--- src/design/ssf_pkg.sv ---
// Constants, register map and helpers for the serial status-flag block.
// Assumes a 32-bit classic Wishbone register bus with byte addresses.
package ssf_pkg;

  localparam int unsigned ADDR_W = 8;
  localparam int unsigned DATA_W = 32;
  localparam int unsigned FLAG_W = 10;
  localparam int unsigned WORD_W = 9;
  localparam int unsigned DIV_W = 16;

  // Register byte offsets
  localparam logic [ADDR_W-1:0] ADR_STATUS = 8'h00;
  localparam logic [ADDR_W-1:0] ADR_DATA = 8'h04;
  localparam logic [ADDR_W-1:0] ADR_BAUD = 8'h08;
  localparam logic [ADDR_W-1:0] ADR_CTRL_ONE = 8'h0c;
  localparam logic [ADDR_W-1:0] ADR_CTRL_TWO = 8'h10;
  localparam logic [ADDR_W-1:0] ADR_CTRL_THREE = 8'h14;
  localparam logic [ADDR_W-1:0] ADR_GUARD = 8'h18;
  localparam logic [ADDR_W-1:0] ADR_IRQ_MASK = 8'h1c;
  localparam logic [ADDR_W-1:0] ADR_IRQ_EVENT = 8'h20;

  // Status bit positions
  localparam int unsigned BIT_CTS = 9;
  localparam int unsigned BIT_BRK = 8;
  localparam int unsigned BIT_TBE = 7;
  localparam int unsigned BIT_TXC = 6;
  localparam int unsigned BIT_RXF = 5;
  localparam int unsigned BIT_IDLE = 4;
  localparam int unsigned BIT_ORE = 3;
  localparam int unsigned BIT_NE = 2;
  localparam int unsigned BIT_FE = 1;
  localparam int unsigned BIT_PE = 0;

  localparam logic [FLAG_W-1:0] STATUS_RESET = 10'h0c0;
  localparam logic [FLAG_W-1:0] W0C_MASK = 10'h360;
  localparam logic [FLAG_W-1:0] SEQ_RD_MASK = 10'h01f;
  localparam logic [FLAG_W-1:0] SEQ_WR_MASK = 10'h040;
  localparam logic [DATA_W-1:0] WORD_ZERO = 32'h0000_0000;

  // Merge new data into old under byte enables
  function automatic logic [DATA_W-1:0] ssf_apply_sel(input logic [DATA_W-1:0] old_v,
                                                      input logic [DATA_W-1:0] new_v,
                                                      input logic [3:0] sel);
    logic [DATA_W-1:0] res;
    res = old_v;
    for (int i = 0; i < 4; i++)
    begin
      if (sel[i])
      begin
        res[8*i +: 8] = new_v[8*i +: 8];
      end
    end
    return res;
  endfunction : ssf_apply_sel

endpackage : ssf_pkg

--- src/design/ssf_reg_if.sv ---
// Register access strobes between the bus slave and the flag core.
// Assumes both ends run on the same clock.
`timescale 1ns/100ps
interface ssf_reg_if;
  import ssf_pkg::*;
  logic rd_stb;
  logic wr_stb;
  logic [ADDR_W-1:0] addr;
  logic [DATA_W-1:0] wdata;
  logic [3:0] sel;
  logic [DATA_W-1:0] rdata;
  modport slave (output rd_stb, output wr_stb, output addr, output wdata, output sel,
                 input rdata);
  modport core (input rd_stb, input wr_stb, input addr, input wdata, input sel,
                output rdata);
endinterface : ssf_reg_if

--- src/design/ssf_sync.sv ---
// Two-flop synchroniser for one asynchronous level.
// Assumes the input may change at any time relative to clk_i.
`timescale 1ns/100ps
module ssf_sync (
  input wire logic clk_i,
  input wire logic srst_i,
  input wire logic async_i,
  output logic sync_o
);
  import ssf_pkg::*;

  logic stage_one;

  always_ff @(posedge clk_i)
  begin
    if (srst_i)
    begin
      stage_one <= 1'b0;
      sync_o <= 1'b0;
    end
    else
    begin
      stage_one <= async_i;
      sync_o <= stage_one;
    end
  end
endmodule : ssf_sync

--- src/design/ssf_wb_slave.sv ---
// Classic Wishbone slave front end: one wait state, registered read data.
// Assumes a single-cycle master that holds its request until ack.
`timescale 1ns/100ps
module ssf_wb_slave (
  input wire logic clk_i,
  input wire logic srst_i,
  input wire logic wb_cyc_i,
  input wire logic wb_stb_i,
  input wire logic wb_we_i,
  input wire logic [ssf_pkg::ADDR_W-1:0] wb_adr_i,
  input wire logic [3:0] wb_sel_i,
  input wire logic [ssf_pkg::DATA_W-1:0] wb_dat_i,
  output logic [ssf_pkg::DATA_W-1:0] wb_dat_o,
  output logic wb_ack_o,
  ssf_reg_if.slave bus
);
  import ssf_pkg::*;

  wire req = wb_cyc_i & wb_stb_i;
  wire first = req & ~wb_ack_o;

  // Side effects land on the edge where the master samples ack
  assign bus.rd_stb = req & wb_ack_o & ~wb_we_i;
  assign bus.wr_stb = req & wb_ack_o & wb_we_i;
  assign bus.addr = wb_adr_i;
  assign bus.wdata = wb_dat_i;
  assign bus.sel = wb_sel_i;

  always_ff @(posedge clk_i)
  begin
    if (srst_i)
    begin
      wb_ack_o <= 1'b0;
      wb_dat_o <= WORD_ZERO;
    end
    else
    begin
      wb_ack_o <= first;
      wb_dat_o <= first ? bus.rdata : wb_dat_o;
    end
  end
endmodule : ssf_wb_slave

--- src/design/ssf_serial_status.sv ---
// Status flags and register map of a serial transceiver.
// Assumes receiver and transmitter engines on clk_i give one-cycle event pulses;
// the clear-to-send pin is asynchronous.
// Operation
// - A level change on clear-to-send sets status bit 9, cleared only by writing zero to it.
// - A detected break frame sets status bit 8, cleared by writing zero to it.
// - Read-only bit 7 resets to one, sets when the buffer moves to the shifter, clears on data write.
// - Bit 6 resets to one, sets at end of transmission, clears by status read then data write or zero.
// - Bit 5 sets when a word enters the data register, clears on data read or written zero.
// - Read-only bit 4 sets on idle line, cleared by a status read followed by a data read.
// - Read-only bit 3 sets when a word completes while bit 5 is set, cleared by status then data read; not set here if a data read falls in that cycle.
// - During overrun the held word stays and later words are dropped.
// - Read-only bit 2 sets on noise in a frame, cleared by status then data read.
// - Read-only bit 1 sets on low stop bit, heavy noise or break, cleared by status then data read.
// - Read-only bit 0 sets on parity failure, cleared by status then data read.
// - Status bits 31 to 10 always read zero.
// - Seven word registers sit at 0x00 to 0x18; status resets to 0xc0 and others to zero.
// - The interrupt is high while any flag is set together with its enable bit.
//
// The Wishbone register port is this design's own decision.
`timescale 1ns/100ps
module ssf_serial_status (
  input wire logic clk_i,
  input wire logic srst_i,
  input wire logic wb_cyc_i,
  input wire logic wb_stb_i,
  input wire logic wb_we_i,
  input wire logic [ssf_pkg::ADDR_W-1:0] wb_adr_i,
  input wire logic [3:0] wb_sel_i,
  input wire logic [ssf_pkg::DATA_W-1:0] wb_dat_i,
  output logic [ssf_pkg::DATA_W-1:0] wb_dat_o,
  output logic wb_ack_o,
  input wire logic cts_i,
  input wire logic tx_load_i,
  input wire logic tx_done_i,
  input wire logic rx_valid_i,
  input wire logic [ssf_pkg::WORD_W-1:0] rx_word_i,
  input wire logic rx_noise_i,
  input wire logic rx_frame_err_i,
  input wire logic rx_parity_err_i,
  input wire logic rx_break_i,
  input wire logic rx_idle_i,
  output logic [ssf_pkg::WORD_W-1:0] tx_data_o,
  output logic tx_buffer_empty_o,
  output logic [ssf_pkg::DIV_W-1:0] baud_div_o,
  output logic [ssf_pkg::DATA_W-1:0] ctrl_one_o,
  output logic [ssf_pkg::DATA_W-1:0] ctrl_two_o,
  output logic [ssf_pkg::DATA_W-1:0] ctrl_three_o,
  output logic [ssf_pkg::DATA_W-1:0] guard_time_o,
  output logic irq_o
);
  import ssf_pkg::*;

  ssf_reg_if bus ();

  ssf_wb_slave u_slave (
    .clk_i(clk_i),
    .srst_i(srst_i),
    .wb_cyc_i(wb_cyc_i),
    .wb_stb_i(wb_stb_i),
    .wb_we_i(wb_we_i),
    .wb_adr_i(wb_adr_i),
    .wb_sel_i(wb_sel_i),
    .wb_dat_i(wb_dat_i),
    .wb_dat_o(wb_dat_o),
    .wb_ack_o(wb_ack_o),
    .bus(bus)
  );

  logic cts_sync;

  ssf_sync u_cts_sync (
    .clk_i(clk_i),
    .srst_i(srst_i),
    .async_i(cts_i),
    .sync_o(cts_sync)
  );

  logic [FLAG_W-1:0] flags;
  logic [FLAG_W-1:0] seq_pend;
  logic [FLAG_W-1:0] irq_mask;
  logic [FLAG_W-1:0] irq_event;
  logic [WORD_W-1:0] rx_data;
  logic cts_prev;
  logic cts_seen;

  // Address decode
  wire hit_status = bus.addr == ADR_STATUS;
  wire hit_data = bus.addr == ADR_DATA;
  wire hit_baud = bus.addr == ADR_BAUD;
  wire hit_one = bus.addr == ADR_CTRL_ONE;
  wire hit_two = bus.addr == ADR_CTRL_TWO;
  wire hit_three = bus.addr == ADR_CTRL_THREE;
  wire hit_guard = bus.addr == ADR_GUARD;
  wire hit_mask = bus.addr == ADR_IRQ_MASK;
  wire hit_event = bus.addr == ADR_IRQ_EVENT;

  wire sts_rd = bus.rd_stb & hit_status;
  wire sts_wr = bus.wr_stb & hit_status;
  wire data_rd = bus.rd_stb & hit_data;
  wire data_wr = bus.wr_stb & hit_data;

  wire [DATA_W-1:0] lane_mask = {{8{bus.sel[3]}}, {8{bus.sel[2]}},
                                 {8{bus.sel[1]}}, {8{bus.sel[0]}}};
  wire [FLAG_W-1:0] wr_bits = bus.wdata[FLAG_W-1:0];
  wire [FLAG_W-1:0] wr_lanes = lane_mask[FLAG_W-1:0];

  // Change seen only once the synchronised level has been sampled after reset
  wire cts_change = cts_seen & (cts_sync != cts_prev);
  // overrun when a word lands on a full buffer that is not being read
  wire overrun = rx_valid_i & flags[BIT_RXF] & ~data_rd;

  // Hardware set terms
  wire [FLAG_W-1:0] set_vec;
  assign set_vec[BIT_CTS] = cts_change;
  assign set_vec[BIT_BRK] = rx_break_i;
  assign set_vec[BIT_TBE] = tx_load_i;
  assign set_vec[BIT_TXC] = tx_done_i;
  assign set_vec[BIT_RXF] = rx_valid_i;
  assign set_vec[BIT_IDLE] = rx_idle_i;
  assign set_vec[BIT_ORE] = overrun;
  assign set_vec[BIT_NE] = rx_valid_i & rx_noise_i;
  assign set_vec[BIT_FE] = (rx_valid_i & rx_frame_err_i) | rx_break_i;
  assign set_vec[BIT_PE] = rx_valid_i & rx_parity_err_i;

  // only zeros in enabled lanes clear write-zero flags
  wire [FLAG_W-1:0] w0c_clr = {FLAG_W{sts_wr}} & wr_lanes & ~wr_bits & W0C_MASK;
  // sequence clears only what a prior status read armed
  wire [FLAG_W-1:0] seq_clr = ({FLAG_W{data_rd}} & seq_pend & SEQ_RD_MASK) |
                              ({FLAG_W{data_wr}} & seq_pend & SEQ_WR_MASK);
  wire [FLAG_W-1:0] clr_vec;
  assign clr_vec[BIT_TBE] = data_wr;
  assign clr_vec[BIT_RXF] = data_rd | w0c_clr[BIT_RXF];
  assign clr_vec[BIT_CTS] = w0c_clr[BIT_CTS];
  assign clr_vec[BIT_BRK] = w0c_clr[BIT_BRK];
  assign clr_vec[BIT_TXC] = w0c_clr[BIT_TXC] | seq_clr[BIT_TXC];
  assign clr_vec[BIT_IDLE:BIT_PE] = seq_clr[BIT_IDLE:BIT_PE];

  // Set wins over clear
  wire [FLAG_W-1:0] next_flags = (flags & ~clr_vec) | set_vec;
  wire [FLAG_W-1:0] next_seq_pend = sts_rd ? (flags & (SEQ_RD_MASK | SEQ_WR_MASK)) :
                                    (seq_pend & ~seq_clr);
  wire evt_w1c = bus.wr_stb & hit_event;
  wire [FLAG_W-1:0] next_irq_event = (irq_event & ~({FLAG_W{evt_w1c}} & wr_lanes & wr_bits))
                                     | set_vec;
  // hold the buffered word while it is unread
  wire rx_load = rx_valid_i & ~overrun;

  wire [DATA_W-1:0] status_word = {{(DATA_W-FLAG_W){1'b0}}, flags};
  wire [DATA_W-1:0] rd_word =
    hit_status ? status_word :
    hit_data ? {{(DATA_W-WORD_W){1'b0}}, rx_data} :
    hit_baud ? {{(DATA_W-DIV_W){1'b0}}, baud_div_o} :
    hit_one ? ctrl_one_o :
    hit_two ? ctrl_two_o :
    hit_three ? ctrl_three_o :
    hit_guard ? guard_time_o :
    hit_mask ? {{(DATA_W-FLAG_W){1'b0}}, irq_mask} :
    hit_event ? {{(DATA_W-FLAG_W){1'b0}}, irq_event} : WORD_ZERO;
  assign bus.rdata = rd_word;

  wire [DATA_W-1:0] merged_baud = ssf_apply_sel({{(DATA_W-DIV_W){1'b0}}, baud_div_o},
                                                bus.wdata, bus.sel);
  wire [DATA_W-1:0] merged_data = ssf_apply_sel({{(DATA_W-WORD_W){1'b0}}, tx_data_o},
                                                bus.wdata, bus.sel);
  wire [DATA_W-1:0] merged_mask = ssf_apply_sel({{(DATA_W-FLAG_W){1'b0}}, irq_mask},
                                                bus.wdata, bus.sel);

  always_ff @(posedge clk_i)
  begin
    if (srst_i)
    begin
      flags <= STATUS_RESET;
      seq_pend <= '0;
      irq_event <= '0;
      irq_mask <= '0;
      rx_data <= '0;
      tx_data_o <= '0;
      baud_div_o <= '0;
      ctrl_one_o <= WORD_ZERO;
      ctrl_two_o <= WORD_ZERO;
      ctrl_three_o <= WORD_ZERO;
      guard_time_o <= WORD_ZERO;
      cts_prev <= 1'b0;
      cts_seen <= 1'b0;
    end
    else
    begin
      flags <= next_flags;
      seq_pend <= next_seq_pend;
      irq_event <= next_irq_event;
      cts_prev <= cts_sync;
      cts_seen <= 1'b1;
      rx_data <= rx_load ? rx_word_i : rx_data;
      tx_data_o <= data_wr ? merged_data[WORD_W-1:0] : tx_data_o;
      baud_div_o <= (bus.wr_stb & hit_baud) ? merged_baud[DIV_W-1:0] : baud_div_o;
      irq_mask <= (bus.wr_stb & hit_mask) ? merged_mask[FLAG_W-1:0] : irq_mask;
      if (bus.wr_stb & hit_one)
      begin
        ctrl_one_o <= ssf_apply_sel(ctrl_one_o, bus.wdata, bus.sel);
      end
      if (bus.wr_stb & hit_two)
      begin
        ctrl_two_o <= ssf_apply_sel(ctrl_two_o, bus.wdata, bus.sel);
      end
      if (bus.wr_stb & hit_three)
      begin
        ctrl_three_o <= ssf_apply_sel(ctrl_three_o, bus.wdata, bus.sel);
      end
      if (bus.wr_stb & hit_guard)
      begin
        guard_time_o <= ssf_apply_sel(guard_time_o, bus.wdata, bus.sel);
      end
    end
  end

  assign tx_buffer_empty_o = flags[BIT_TBE];
  // level interrupt from enabled flags or latched events
  assign irq_o = |((flags | irq_event) & irq_mask);
endmodule : ssf_serial_status

--- config.mk ---
export PLATFORM = sky130hd
export DESIGN_NAME = ssf_serial_status
export DESIGN_NICKNAME = d
export VERILOG_FILES = /design/src/design/ssf_pkg.sv /design/src/design/ssf_reg_if.sv /design/src/design/ssf_sync.sv /design/src/design/ssf_wb_slave.sv /design/src/design/ssf_serial_status.sv
export SDC_FILE = /design/constraint.sdc
export NUM_CORES = 1
export LEC_CHECK = 0
export ABC_AREA = 1
export BUFFER_PORTS_ARGS = -buffer_cell sky130_fd_sc_hd__buf_2
export CORE_MARGIN = 2
export CORE_UTILIZATION = 54
export DETAILED_ROUTE_END_ITERATION = 12
export PLACE_DENSITY = 0.81
export SLEW_MARGIN = 30
export SYNTH_ARGS = -nofsm -noshare
export SYNTH_HDL_FRONTEND = slang
export SYNTH_HIERARCHICAL = 1
export SYNTH_SLANG_ARGS = --single-unit
export TNS_END_PERCENT = 1
--- constraint.sdc ---
create_clock -name clk_i -period 2 [get_ports clk_i]
set_input_delay 0 -clock clk_i [delete_from_list [all_inputs] [get_ports clk_i]]
set_output_delay 0 -clock clk_i [all_outputs]
set_load 0.1 [all_outputs]
Word level (Yosys, flattened, before mapping)
Cells that the tools add are included.
Widths: inputs -> output; s select.

word-level totals
  flip-flop bits (word level) = 239
  output and inout bits = 188
  word-level logic and storage cells = 126

cells by class
  equality and inequality tests = 9
  muxes and demuxes = 11
  bitwise logic cells = 48
  reduce and logical (&&, ||, !) cells = 25

operators with widths
  kind                count
  $mux 32             7
  $and 10x10->10      8
  $reduce_and 2->1    22
  $eq 8x5->1 const B  4
  $not 10->10         3
  $or 10x10->10       3
  $and 1x1->1         23
  $mux 10             2
  $eq 8x4->1 const B  2
  $not 7->10          1
  $reduce_or 10->1    1
  $eq 8x3->1 const B  1
  $eq 8x6->1 const B  1
  $logic_not 8->1     1
  $and 7x7->7         1
  $mux 7              1
  $or 5x7->7          1
  $and 5x5->5         1
  $not 1->1           4
  $or 1x1->1          3
  $reduce_or 2->1     1
  $mux 1              1
  $ne 1x1->1          1

Depth between registers and ports, before layout
Gate-level depths: netlist (run 1).

  depth after elaboration = 10
  mapped depth = 14

Cells and area by module
Netlist (run 1), hierarchy kept.

modules (own cells, without submodules)
  module             instances  cells an instance  area an instance (um2)  sequential area each (um2)
  ssf_serial_status  1          1202               8675.8                  4003.8
  ssf_wb_slave       1          254                1700.4                  660.6
  ssf_sync           1          6                  55.1                    40.0

Worst setup path after synthesis (run 1)
No wires, ideal clock.

  kind = reg2reg
  start = register u_slave.wb_ack_o
  end = register tx_data_o[0] (netlist bit)
  arrival = 2.335 ns
  required time = 1.868 ns
  path slack = -0.467 ns
  stages on the path, launching flop included = 9
  path buffers = 1
  period minus slack after synthesis = 2.467 ns
  cells stage by stage = dfxtp_1 inv_2 nor3b_1 buf_1 nand2_1 inv_2 nand2_1 nand2_1 a21oi_1

on the way
  word-level cells in the longest chain between the ends = 4

ends and longest elaborated chain
  element                            line                      source
  start: declaration                 ssf_wb_slave.sv:14        output logic wb_ack_o,
  start signal: assignment           ssf_wb_slave.sv:38        wb_ack_o <= first;
  $and 1x1->1 (2 in a row)           ssf_wb_slave.sv:24        assign bus.wr_stb = req & wb_ack_o & wb_we_i;
  named net bus.wr_stb               ssf_reg_if.sv:7           logic wr_stb;
  $and 1x1->1                        ssf_serial_status.sv:101  wire data_wr = bus.wr_stb & hit_data;
  $reduce_and 2->1 (no source line)  --
  end signal: assignment             ssf_serial_status.sv:195  tx_data_o <= data_wr ? merged_data[WORD_W-1:0] : tx_data_o;
  end: declaration                   ssf_serial_status.sv:43   output logic [ssf_pkg::WORD_W-1:0] tx_data_o,

The timed path passes the listed nets, and every way through them passes these cells.
A chain may end at the register's enable or synchronous reset.

Worst setup path after layout (run 1)
  start = register u_slave.wb_ack_o
  end = register irq_event[8]

on the way
  word-level cells in the longest chain between the ends = 8

ends and longest elaborated chain
  element                      line                      source
  $and 1x1->1 (2 in a row)     ssf_wb_slave.sv:24
  named net bus.wr_stb         ssf_reg_if.sv:7
  $and 1x1->1                  ssf_serial_status.sv:143  wire evt_w1c = bus.wr_stb & hit_event;
  $and 10x10->10 (2 in a row)  ssf_serial_status.sv:144  wire [FLAG_W-1:0] next_irq_event = (irq_event & ~({FLAG_W{evt_w1c}} & wr_lanes & wr_bits))
  $not 10->10                  ssf_serial_status.sv:144
  $and 10x10->10               ssf_serial_status.sv:144
  $or 10x10->10                ssf_serial_status.sv:145  | set_vec;
  end signal: assignment       ssf_serial_status.sv:191  irq_event <= next_irq_event;
  end: declaration             ssf_serial_status.sv:82   logic [FLAG_W-1:0] irq_event;

The timed path passes the listed nets, and every way through them passes these cells.

==> flow_results.xml, run 1 <==
<?xml version="1.0" encoding="UTF-8"?>
<metrics>
  <group name="status">
    <metric name="run_status" unit="">completed</metric>
  </group>
  <group name="yosys">
    <metric name="portion_of_synthesized_cell_area_occupied_by_the_leading_cell_type" unit="%">45.1</metric>
    <metric name="syn-instance-count" unit="">1462</metric>
    <metric name="synth_top_cell_by_area" unit="">dfxtp_1</metric>
    <metric name="synth.cell_area" unit="mm²">0.0104</metric>
    <metric name="yosys_warnings" unit="">6</metric>
    <metric name="yosys_most_used_dff" unit="">dfxtp_1</metric>
    <metric name="yosys.cell_types.count" unit="">31</metric>
    <metric name="synth.ff_latch_count" unit="">235</metric>
    <metric name="synth_commonest_cells" unit="">267 x nand2_1, 235 x dfxtp_1, 222 x nor2_1, 166 x a21oi_1, 156 x o21ai_0</metric>
    <metric name="mappedNetlistNets" unit="">1529</metric>
    <metric name="yosys-top-cells-area" unit="">dfxtp_1 45%, nand2_1 9.6%, nor2_1 8.0%</metric>
    <metric name="asr_flop_ratio_synth" unit="%">0</metric>
    <metric name="synth_enable_flop_cells" unit="">0</metric>
    <metric name="synth-seq-area-share" unit="%">45.1</metric>
    <metric name="synth_area_per_cell" unit="µm²">7.13</metric>
    <metric name="yosysMostFrequentCell" unit="">nand2_1</metric>
  </group>
  <group name="placement">
    <metric name="preCtsSetupSlack" unit="ns">0.173</metric>
    <metric name="buffer_ports.inserted" unit="">254</metric>
    <metric name="place.detailed.hpwl" unit="mm">25.1</metric>
    <metric name="gp_congestion" unit="">0.988</metric>
  </group>
  <group name="final_layout">
    <metric name="final.fill_count" unit="">1591</metric>
    <metric name="post-route-util" unit="%">69.6</metric>
    <metric name="areaGrowthSynthToFinish" unit="%">25.6</metric>
    <metric name="layout-drive-gt1-share" unit="%">21.7</metric>
    <metric name="antennaDiodeCount" unit="">0</metric>
    <metric name="fin_nets" unit="">1790</metric>
  </group>
  <group name="grt">
    <metric name="grt.total_usage" unit="%">33.8</metric>
    <metric name="globalRouteOverflowTotal" unit="">0</metric>
    <metric name="grt_antenna_before_repair" unit="">0</metric>
    <metric name="grt_first_pass_wirelength" unit="mm">54.5</metric>
    <metric name="largest_net_degree_at_the_start_of_global_routing" unit="">76</metric>
    <metric name="first_global_vias" unit="">10100</metric>
  </group>
  <group name="timing">
    <metric name="max_slew.worst_pin.slew" unit="ns">0.846</metric>
    <metric name="final_hold_viol_count" unit="">0</metric>
    <metric name="rsz_0062_raised_after_global_routing" unit="">true</metric>
    <metric name="final.setup.tns" unit="ns">0</metric>
    <metric name="final-max-slew-violation-count" unit="">0</metric>
    <metric name="worst_clock_skew_on_the_final_layout" unit="ns">0.0116</metric>
    <metric name="maxClockFrequency" unit="MHz">522</metric>
    <metric name="setup-violations-final" unit="">0</metric>
    <metric name="timing.final.crit_share" unit="%">95.8</metric>
    <metric name="slew-limit-headroom" unit="%">43.6</metric>
    <metric name="min_period" unit="ns">1.92</metric>
    <metric name="final.hold.worst_slack" unit="ns">0.0541</metric>
    <metric name="setup_slack" unit="ns">0.0846</metric>
  </group>
  <group name="drt">
    <metric name="remaining_drc_errors" unit="">0</metric>
    <metric name="antenna_violating_nets_left" unit="">0</metric>
    <metric name="total_number_of_vias" unit="">11200</metric>
    <metric name="route.final.wire_length" unit="mm">35.8</metric>
    <metric name="post_drt_wl_per_cell" unit="µm">17.9</metric>
    <metric name="drt_pre_antenna_iters" unit="">6</metric>
    <metric name="drtIter0Drc" unit="">1287</metric>
    <metric name="vias_per_cell" unit="">5.58</metric>
  </group>
  <group name="critical_path">
    <metric name="critPathRequiredTime" unit="ns">2.42</metric>
    <metric name="criticalPathCategory" unit="">reg -&gt; reg</metric>
    <metric name="end_kind" unit="">register</metric>
    <metric name="worst-path-max-fanout" unit="">11</metric>
    <metric name="startpoint_type" unit="">register</metric>
    <metric name="arrival" unit="ns">2.33</metric>
  </group>
  <group name="cts">
    <metric name="cts-buffers-inserted" unit="">25</metric>
    <metric name="ctsHtreeMaxLevel" unit="">1</metric>
    <metric name="ctsRootBufferMaster" unit="">clkbuf_16</metric>
    <metric name="cts-root-to-sink-buffers" unit="">3</metric>
    <metric name="clock_sink_count" unit="">235</metric>
    <metric name="tritoncts" unit="">yes</metric>
    <metric name="path_clk_slew" unit="ns">0.07</metric>
    <metric name="clk-insertion-delay-late" unit="ns">0.52</metric>
  </group>
  <group name="flow_run">
    <metric name="drv.max_cap_violation_count" unit="">0</metric>
  </group>
  <group name="floorplanning">
    <metric name="design.portCount" unit="">255</metric>
    <metric name="dieHeight" unit="µm">143</metric>
    <metric name="core_area" unit="mm²">0.0188</metric>
    <metric name="die_area" unit="mm²">0.0204</metric>
    <metric name="placementRows" unit="">50</metric>
    <metric name="dieWidth" unit="µm">143</metric>
    <metric name="initial_core_utilization" unit="%">55.4</metric>
  </group>
  <group name="pwr">
    <metric name="clock_share_of_power" unit="%">45.4</metric>
    <metric name="p_sw_share" unit="%">25.8</metric>
    <metric name="net-switching-power" unit="W">0.00273</metric>
    <metric name="power_per_cell_area" unit="mW/mm²">808</metric>
    <metric name="comb_power_share" unit="%">9.2</metric>
    <metric name="power.leakage" unit="nW">6.05</metric>
    <metric name="worst_ir_drop_vdd" unit="mV">0.627</metric>
    <metric name="internal_power" unit="W">0.00787</metric>
    <metric name="seq_power_share" unit="%">45.4</metric>
  </group>
  <group name="worst_hold_path">
    <metric name="min_path_type" unit="">in -&gt; reg</metric>
  </group>
</metrics>
per-stage QoR:
step / total power [W] / instance area (µm²) / instances
2_1_floorplan: 0.00560 / 10400 / 1462
3_3_place_gp: 0.00577 / 11600 / 1893
3_5_place_dp: 0.00578 / 11600 / 1893
4_1_cts: 0.0106 / 13100 / 1998
5_1_grt: 0.0109 / 13100 / 2001
6_report: 0.0106 / 13100 / 2001
logic make-up after synthesis:
kind of cell	share of synthesized area (%)
flops	45.1
xor+xnor	0.0840
simple gates	26.5
compound gates	16.9
buf+inv	11.4
worst max-delay path, stage by stage (launching register included):
cell and delay (ns):
dfxtp_4 0.34, inv_2 0.04, nor3b_2 0.20, buf_4 0.25, nand3_1 0.11, o21ai_0 0.18
a21oi_1 0.08, dlygate4sd3_1 0.60
sequential cells by signal, indices dropped and copies added, names as in the netlist, 16 cells and up:
signal,count
guard_time_o,32
ctrl_two_o,32
u_slave/wb_dat_o,32
ctrl_one_o,32
ctrl_three_o,32
baud_div_o,16
worst paths after layout:
kind,endpoint,cells after the start,slack (ns),from
setup reg to reg,irq_event[8]$_SDFF_PP0_,7,0.08,u_slave/wb_ack_o$_SDFF_PP0_
hold reg to reg,u_cts_sync/sync_o$_SDFF_PP0_,2,0.41,u_cts_sync/stage_one$_SDFF_PP0_
hold / removal,seq_pend[2]$_SDFF_PP0_,5,0.05,wb_we_i
setup / recovery,irq_event[8]$_SDFF_PP0_,7,0.08,u_slave/wb_ack_o$_SDFF_PP0_
final cells by class:
class | instances | area [µm²] | share of cell area (%)
Inverter | 127 | 480 | 3.67
Sequential cell | 235 | 4710 | 35.9
Timing Repair Buffer | 351 | 2200 | 16.8
Tap cell | 260 | 325 | 2.48
Multi-Input combinational cell | 983 | 4540 | 34.6
Clock buffer | 30 | 684 | 5.22
Clock inverter | 15 | 170 | 1.30
timing repair:
action / 4_1_cts / 5_1_grt
hold endpoints to repair: 194 / 0
hold buffers: 60 / 0
resized for setup: 0 / 0
setup endpoints to repair: 0 / 6
buffers inserted: 0 / 3
per-layer routing:
layer | share of wire [%] | track usage [%]
met5 | 0 | 0
met4 | 4.2 | 14.0
met3 | 13 | 7.78
met2 | 44 | 51.4
met1 | 39 | 46.2
cell usage in the layout (no fill, tap or decap), types with 8 or more instances in the layout:
cell and instances:
buf_2 254, nor2_1 222, buf_4 33, o21ai_1 8
nand2_1 267, nand3_1 107, dlygate4sd3_1 60, inv_1 112
a21oi_1 166, dfxtp_1 234, nor2_4 8, inv_2 13
clkbuf_16 25, o21ai_0 156, nand4_1 14
power by group through the flow:
| stage | Clock [W] | Combinational (W) | Sequential [W] |
|---|---|---|---|
| final | 0.00481 | 0.000975 | 0.00481 |
| after global routing | 0.00501 | 0.00104 | 0.00482 |
| after CTS | 0.00482 | 0.000955 | 0.00481 |
| after detailed placement | 0 | 0.000859 | 0.00492 |
| after global placement | 0 | 0.000851 | 0.00491 |
| after floorplan | 0 | 0.000405 | 0.00520 |
Power figures use the tool's default switching activity.
==> run 2, diff against run 1 <==
- CAP_MARGIN: unset -> 10
- CORE_UTILIZATION: 54 -> 53
- PLACE_DENSITY: 0.81 -> 0.8
- SYNTH_HIERARCHICAL: 1 -> unset
==> run 2 against run 1 <==
  * Sequential cell count stayed put
  * Register-to-register slack better by 0.06 ns
  * Cell count is 6.0% lower
  * Critical path depth is 1 lower
  * Total power is 5.8% lower
  * Die area is 1.8% lower
  * Cell area is 1.1% lower
  * Critical endpoint is now tx_data_o[3]$_SDFFE_PP0P_
==> flow_results.xml, run 2 <==
<?xml version="1.0" encoding="UTF-8"?>
<metrics>
  <group name="worst_hold_path">
    <metric name="worst_hold_launch" unit="">wb_cyc_i</metric>
    <metric name="min_path_type" unit="">in -&gt; reg</metric>
    <metric name="min_delay_worst_endpoint" unit="">seq_pend[6]$_SDFF_PP0_</metric>
    <metric name="worstHoldPathCells" unit="">4</metric>
  </group>
  <group name="yosys">
    <metric name="synth_compound_area_share" unit="%">26.5</metric>
    <metric name="synth.cell_area" unit="mm²">0.0101</metric>
    <metric name="synth.ff_latch_count" unit="">235</metric>
    <metric name="synth.mux.area_fraction" unit="%">0.0996</metric>
    <metric name="yosysMostFrequentCell" unit="">dfxtp_1</metric>
    <metric name="synth_area_per_cell" unit="µm²">7.57</metric>
    <metric name="syn-instance-count" unit="">1328</metric>
    <metric name="yosys.cell_types.count" unit="">41</metric>
    <metric name="asr_flop_ratio_synth" unit="%">0</metric>
    <metric name="synth-seq-area-share" unit="%">46.8</metric>
    <metric name="yosys_warnings" unit="">0</metric>
    <metric name="synth_top_cell_by_area" unit="">dfxtp_1</metric>
    <metric name="yosys-top-cells-area" unit="">dfxtp_1 47%, o21ai_0 12%, a21oi_1 12%</metric>
    <metric name="synth_enable_flop_cells" unit="">0</metric>
    <metric name="post_synthesis_share_of_cell_area_spent_on_full_adders_half_adders_and_majority_gates" unit="%">0</metric>
    <metric name="mappedNetlistNets" unit="">1395</metric>
    <metric name="synth_commonest_cells" unit="">235 x dfxtp_1, 233 x o21ai_0, 231 x a21oi_1, 163 x inv_1, 135 x nand2_1</metric>
    <metric name="yosys_most_used_dff" unit="">dfxtp_1</metric>
    <metric name="largest_family_of_logic_cells_by_synthesized_area" unit="">compound AO/OA/AOI/OAI gates</metric>
    <metric name="synth-xor-area-share" unit="%">0.0871</metric>
    <metric name="post_synth_and_or_nand_nor_area_fraction" unit="%">16.3</metric>
    <metric name="portion_of_synthesized_cell_area_occupied_by_the_leading_cell_type" unit="%">46.8</metric>
  </group>
  <group name="final_layout">
    <metric name="mostFrequentLayoutCell" unit="">buf_2</metric>
    <metric name="register_area" unit="mm²">0.00471</metric>
    <metric name="multi_input_gate_area_in_the_final_layout" unit="mm²">0.00433</metric>
    <metric name="layout.cells.most_common_list" unit="">254 x buf_2, 234 x dfxtp_1, 233 x o21ai_0</metric>
    <metric name="layout-drive-gt1-share" unit="%">23.6</metric>
    <metric name="antennaDiodeCount" unit="">0</metric>
    <metric name="areaGrowthSynthToFinish" unit="%">29.0</metric>
    <metric name="fin_nets" unit="">1697</metric>
    <metric name="final.fill_count" unit="">1523</metric>
    <metric name="final_cell_count_no_fill" unit="">1881</metric>
  </group>
  <group name="timing">
    <metric name="rsz_0062_raised_after_global_routing" unit="">false</metric>
    <metric name="final.hold.worst_slack" unit="ns">0.00441</metric>
    <metric name="slew-limit-headroom" unit="%">49.3</metric>
    <metric name="maxClockFrequency" unit="MHz">538</metric>
    <metric name="max_slew.worst_pin.slew" unit="ns">0.760</metric>
    <metric name="final_hold_viol_count" unit="">0</metric>
    <metric name="timing.final.crit_share" unit="%">93.0</metric>
    <metric name="final-max-slew-violation-count" unit="">0</metric>
    <metric name="min_period" unit="ns">1.86</metric>
    <metric name="setup-violations-final" unit="">0</metric>
    <metric name="final.setup.tns" unit="ns">0</metric>
    <metric name="setup_slack" unit="ns">0.140</metric>
    <metric name="worst_clock_skew_on_the_final_layout" unit="ns">0.0151</metric>
  </group>
  <group name="grt">
    <metric name="globalRouteOverflowTotal" unit="">0</metric>
    <metric name="grt_first_pass_wirelength" unit="mm">52.5</metric>
    <metric name="grt.total_usage" unit="%">32.7</metric>
    <metric name="first_global_vias" unit="">10200</metric>
    <metric name="grt_antenna_before_repair" unit="">0</metric>
    <metric name="largest_net_degree_at_the_start_of_global_routing" unit="">59</metric>
  </group>
  <group name="critical_path">
    <metric name="timing.reg2reg.setup_slack" unit="ns">0.14</metric>
    <metric name="arrival" unit="ns">2.29</metric>
    <metric name="timing.rr.end" unit="">tx_data_o[3]$_SDFFE_PP0P_</metric>
    <metric name="worst-path-max-fanout" unit="">8</metric>
    <metric name="timing.reg2reg.worst_path_depth" unit="">6</metric>
    <metric name="criticalPathCategory" unit="">reg -&gt; reg</metric>
    <metric name="critPathRequiredTime" unit="ns">2.43</metric>
    <metric name="end_kind" unit="">register</metric>
    <metric name="worst_r2r_startpoint" unit="">u_slave.wb_ack_o$_SDFF_PP0_</metric>
    <metric name="startpoint_type" unit="">register</metric>
  </group>
  <group name="pwr">
    <metric name="power.leakage" unit="nW">5.63</metric>
    <metric name="worst_ir_drop_vdd" unit="mV">0.582</metric>
    <metric name="power_per_cell_area" unit="mW/mm²">770</metric>
    <metric name="totalPowerFinal" unit="W">0.00999</metric>
  </group>
  <group name="floorplanning">
    <metric name="core_area" unit="mm²">0.0186</metric>
    <metric name="dieWidth" unit="µm">142</metric>
    <metric name="die_area" unit="mm²">0.0201</metric>
    <metric name="placementRows" unit="">50</metric>
    <metric name="design.portCount" unit="">255</metric>
    <metric name="dieHeight" unit="µm">142</metric>
    <metric name="initial_core_utilization" unit="%">53.9</metric>
  </group>
  <group name="cts">
    <metric name="ctsRootBufferMaster" unit="">clkbuf_16</metric>
    <metric name="clk-insertion-delay-late" unit="ns">0.53</metric>
    <metric name="tritoncts" unit="">yes</metric>
    <metric name="cts-root-to-sink-buffers" unit="">3</metric>
    <metric name="ctsHtreeMaxLevel" unit="">1</metric>
    <metric name="cts-buffers-inserted" unit="">25</metric>
    <metric name="cts.repair_timing.setup_buffer_count" unit="">0</metric>
    <metric name="clock_sink_count" unit="">235</metric>
    <metric name="path_clk_slew" unit="ns">0.06</metric>
  </group>
  <group name="flow_run">
    <metric name="drv.max_cap_violation_count" unit="">0</metric>
  </group>
  <group name="drt">
    <metric name="antenna_violating_nets_left" unit="">0</metric>
    <metric name="remaining_drc_errors" unit="">0</metric>
    <metric name="total_number_of_vias" unit="">10500</metric>
    <metric name="route.final.wire_length" unit="mm">33.6</metric>
    <metric name="drtIter0Drc" unit="">879</metric>
    <metric name="drt_pre_antenna_iters" unit="">5</metric>
    <metric name="post_drt_wl_per_cell" unit="µm">17.9</metric>
    <metric name="vias_per_cell" unit="">5.61</metric>
  </group>
  <group name="placement">
    <metric name="placedCellCount" unit="">1775</metric>
    <metric name="buffer_ports.inserted" unit="">254</metric>
    <metric name="gp_congestion" unit="">0.955</metric>
    <metric name="place.detailed.hpwl" unit="mm">23.0</metric>
    <metric name="preCtsSetupSlack" unit="ns">0.305</metric>
  </group>
  <group name="status">
    <metric name="run_status" unit="">completed</metric>
  </group>
</metrics>
[run 2: cell count changes in the layout (fill, tap and decap cells not counted), moves of 11 or more]
cell     change
nand3_1     -57
o21ai_1     +11
o21ai_0     +77
a21oi_1     +65
nor2_1     -120
inv_1       +50
nand2_1    -132
[run 2: logic make-up (layout without fill, tap and decap cells)]
family,after synthesis,count (layout)
AOI/OAI and AO/OA,512,512
xor gates and xnor gates,1,1
muxes,1,1
buffers and inverters,246,565
DFF,235,235
and+or+nand+nor,333,333
[run 2: how the worst max path moves through the flow]
stage,from,end,slack (ns),depth (start not counted)
after floorplan,flags[7]$_SDFF_PP1_,irq_o,0.02,3
after global placement,u_slave.wb_ack_o$_SDFF_PP0_,ctrl_two_o[28]$_SDFFE_PP0P_,0.36,7
after detailed placement,u_slave.wb_ack_o$_SDFF_PP0_,guard_time_o[12]$_SDFFE_PP0P_,0.30,7
after CTS,u_slave.wb_ack_o$_SDFF_PP0_,tx_data_o[1]$_SDFFE_PP0P_,0.13,6
after global routing,u_slave.wb_ack_o$_SDFF_PP0_,tx_data_o[3]$_SDFFE_PP0P_,0.01,6
final,u_slave.wb_ack_o$_SDFF_PP0_,tx_data_o[3]$_SDFFE_PP0P_,0.14,6
[run 2: metal layers]
metal | track usage [%] | vias up | share of wire (%)
li1 | - | 5024 | -
met1 | 40.8 | 4821 | 39
met2 | 55.4 | 581 | 47
met3 | 4.83 | 119 | 9.1
met4 | 16.7 | 0 | 5.1
met5 | 0 | - | 0
[run 2: critical path, cell delays in order, from the launching register on]
cell and delay (ns):
dfxtp_2 0.38, nand4_4 0.18, nor2_4 0.21, buf_4 0.19, nand3_1 0.08, dlygate4sd3_1 0.57
a21oi_1 0.16
[run 2: cell type report]
type,instances,share of cell area (%)
Sequential cell,235,36.3
Multi-Input combinational cell,847,33.4
Timing Repair Buffer,346,16.7
Clock buffer,34,5.32
Inverter,175,5.15
Tap cell,234,2.26
Clock inverter,10,0.820
[run 2: power by group]
part | total (W) | internal, W | switching (W)
combinational | 0.000641 | 0.000232 | 0.000409
clock | 0.00458 | 0.00267 | 0.00191
sequential | 0.00477 | 0.00473 | 0.0000376
total | 0.00999 | 0.00763 | 0.00235
[run 2: timing repair]
action                                 in CTS  in global routing
setup endpoints to repair                   0                  2
endpoints found under the hold margin     199                  0
resized for setup                           0                  2
hold buffers                               62                  0
[run 2: through the flow]
stage	cell area, µm²	util, %
after CTS	12900	69.5
after global placement	11500	61.9
after floorplan	10100	-
after global routing	13000	69.5
after detailed placement	11500	61.9
final	13000	69.5
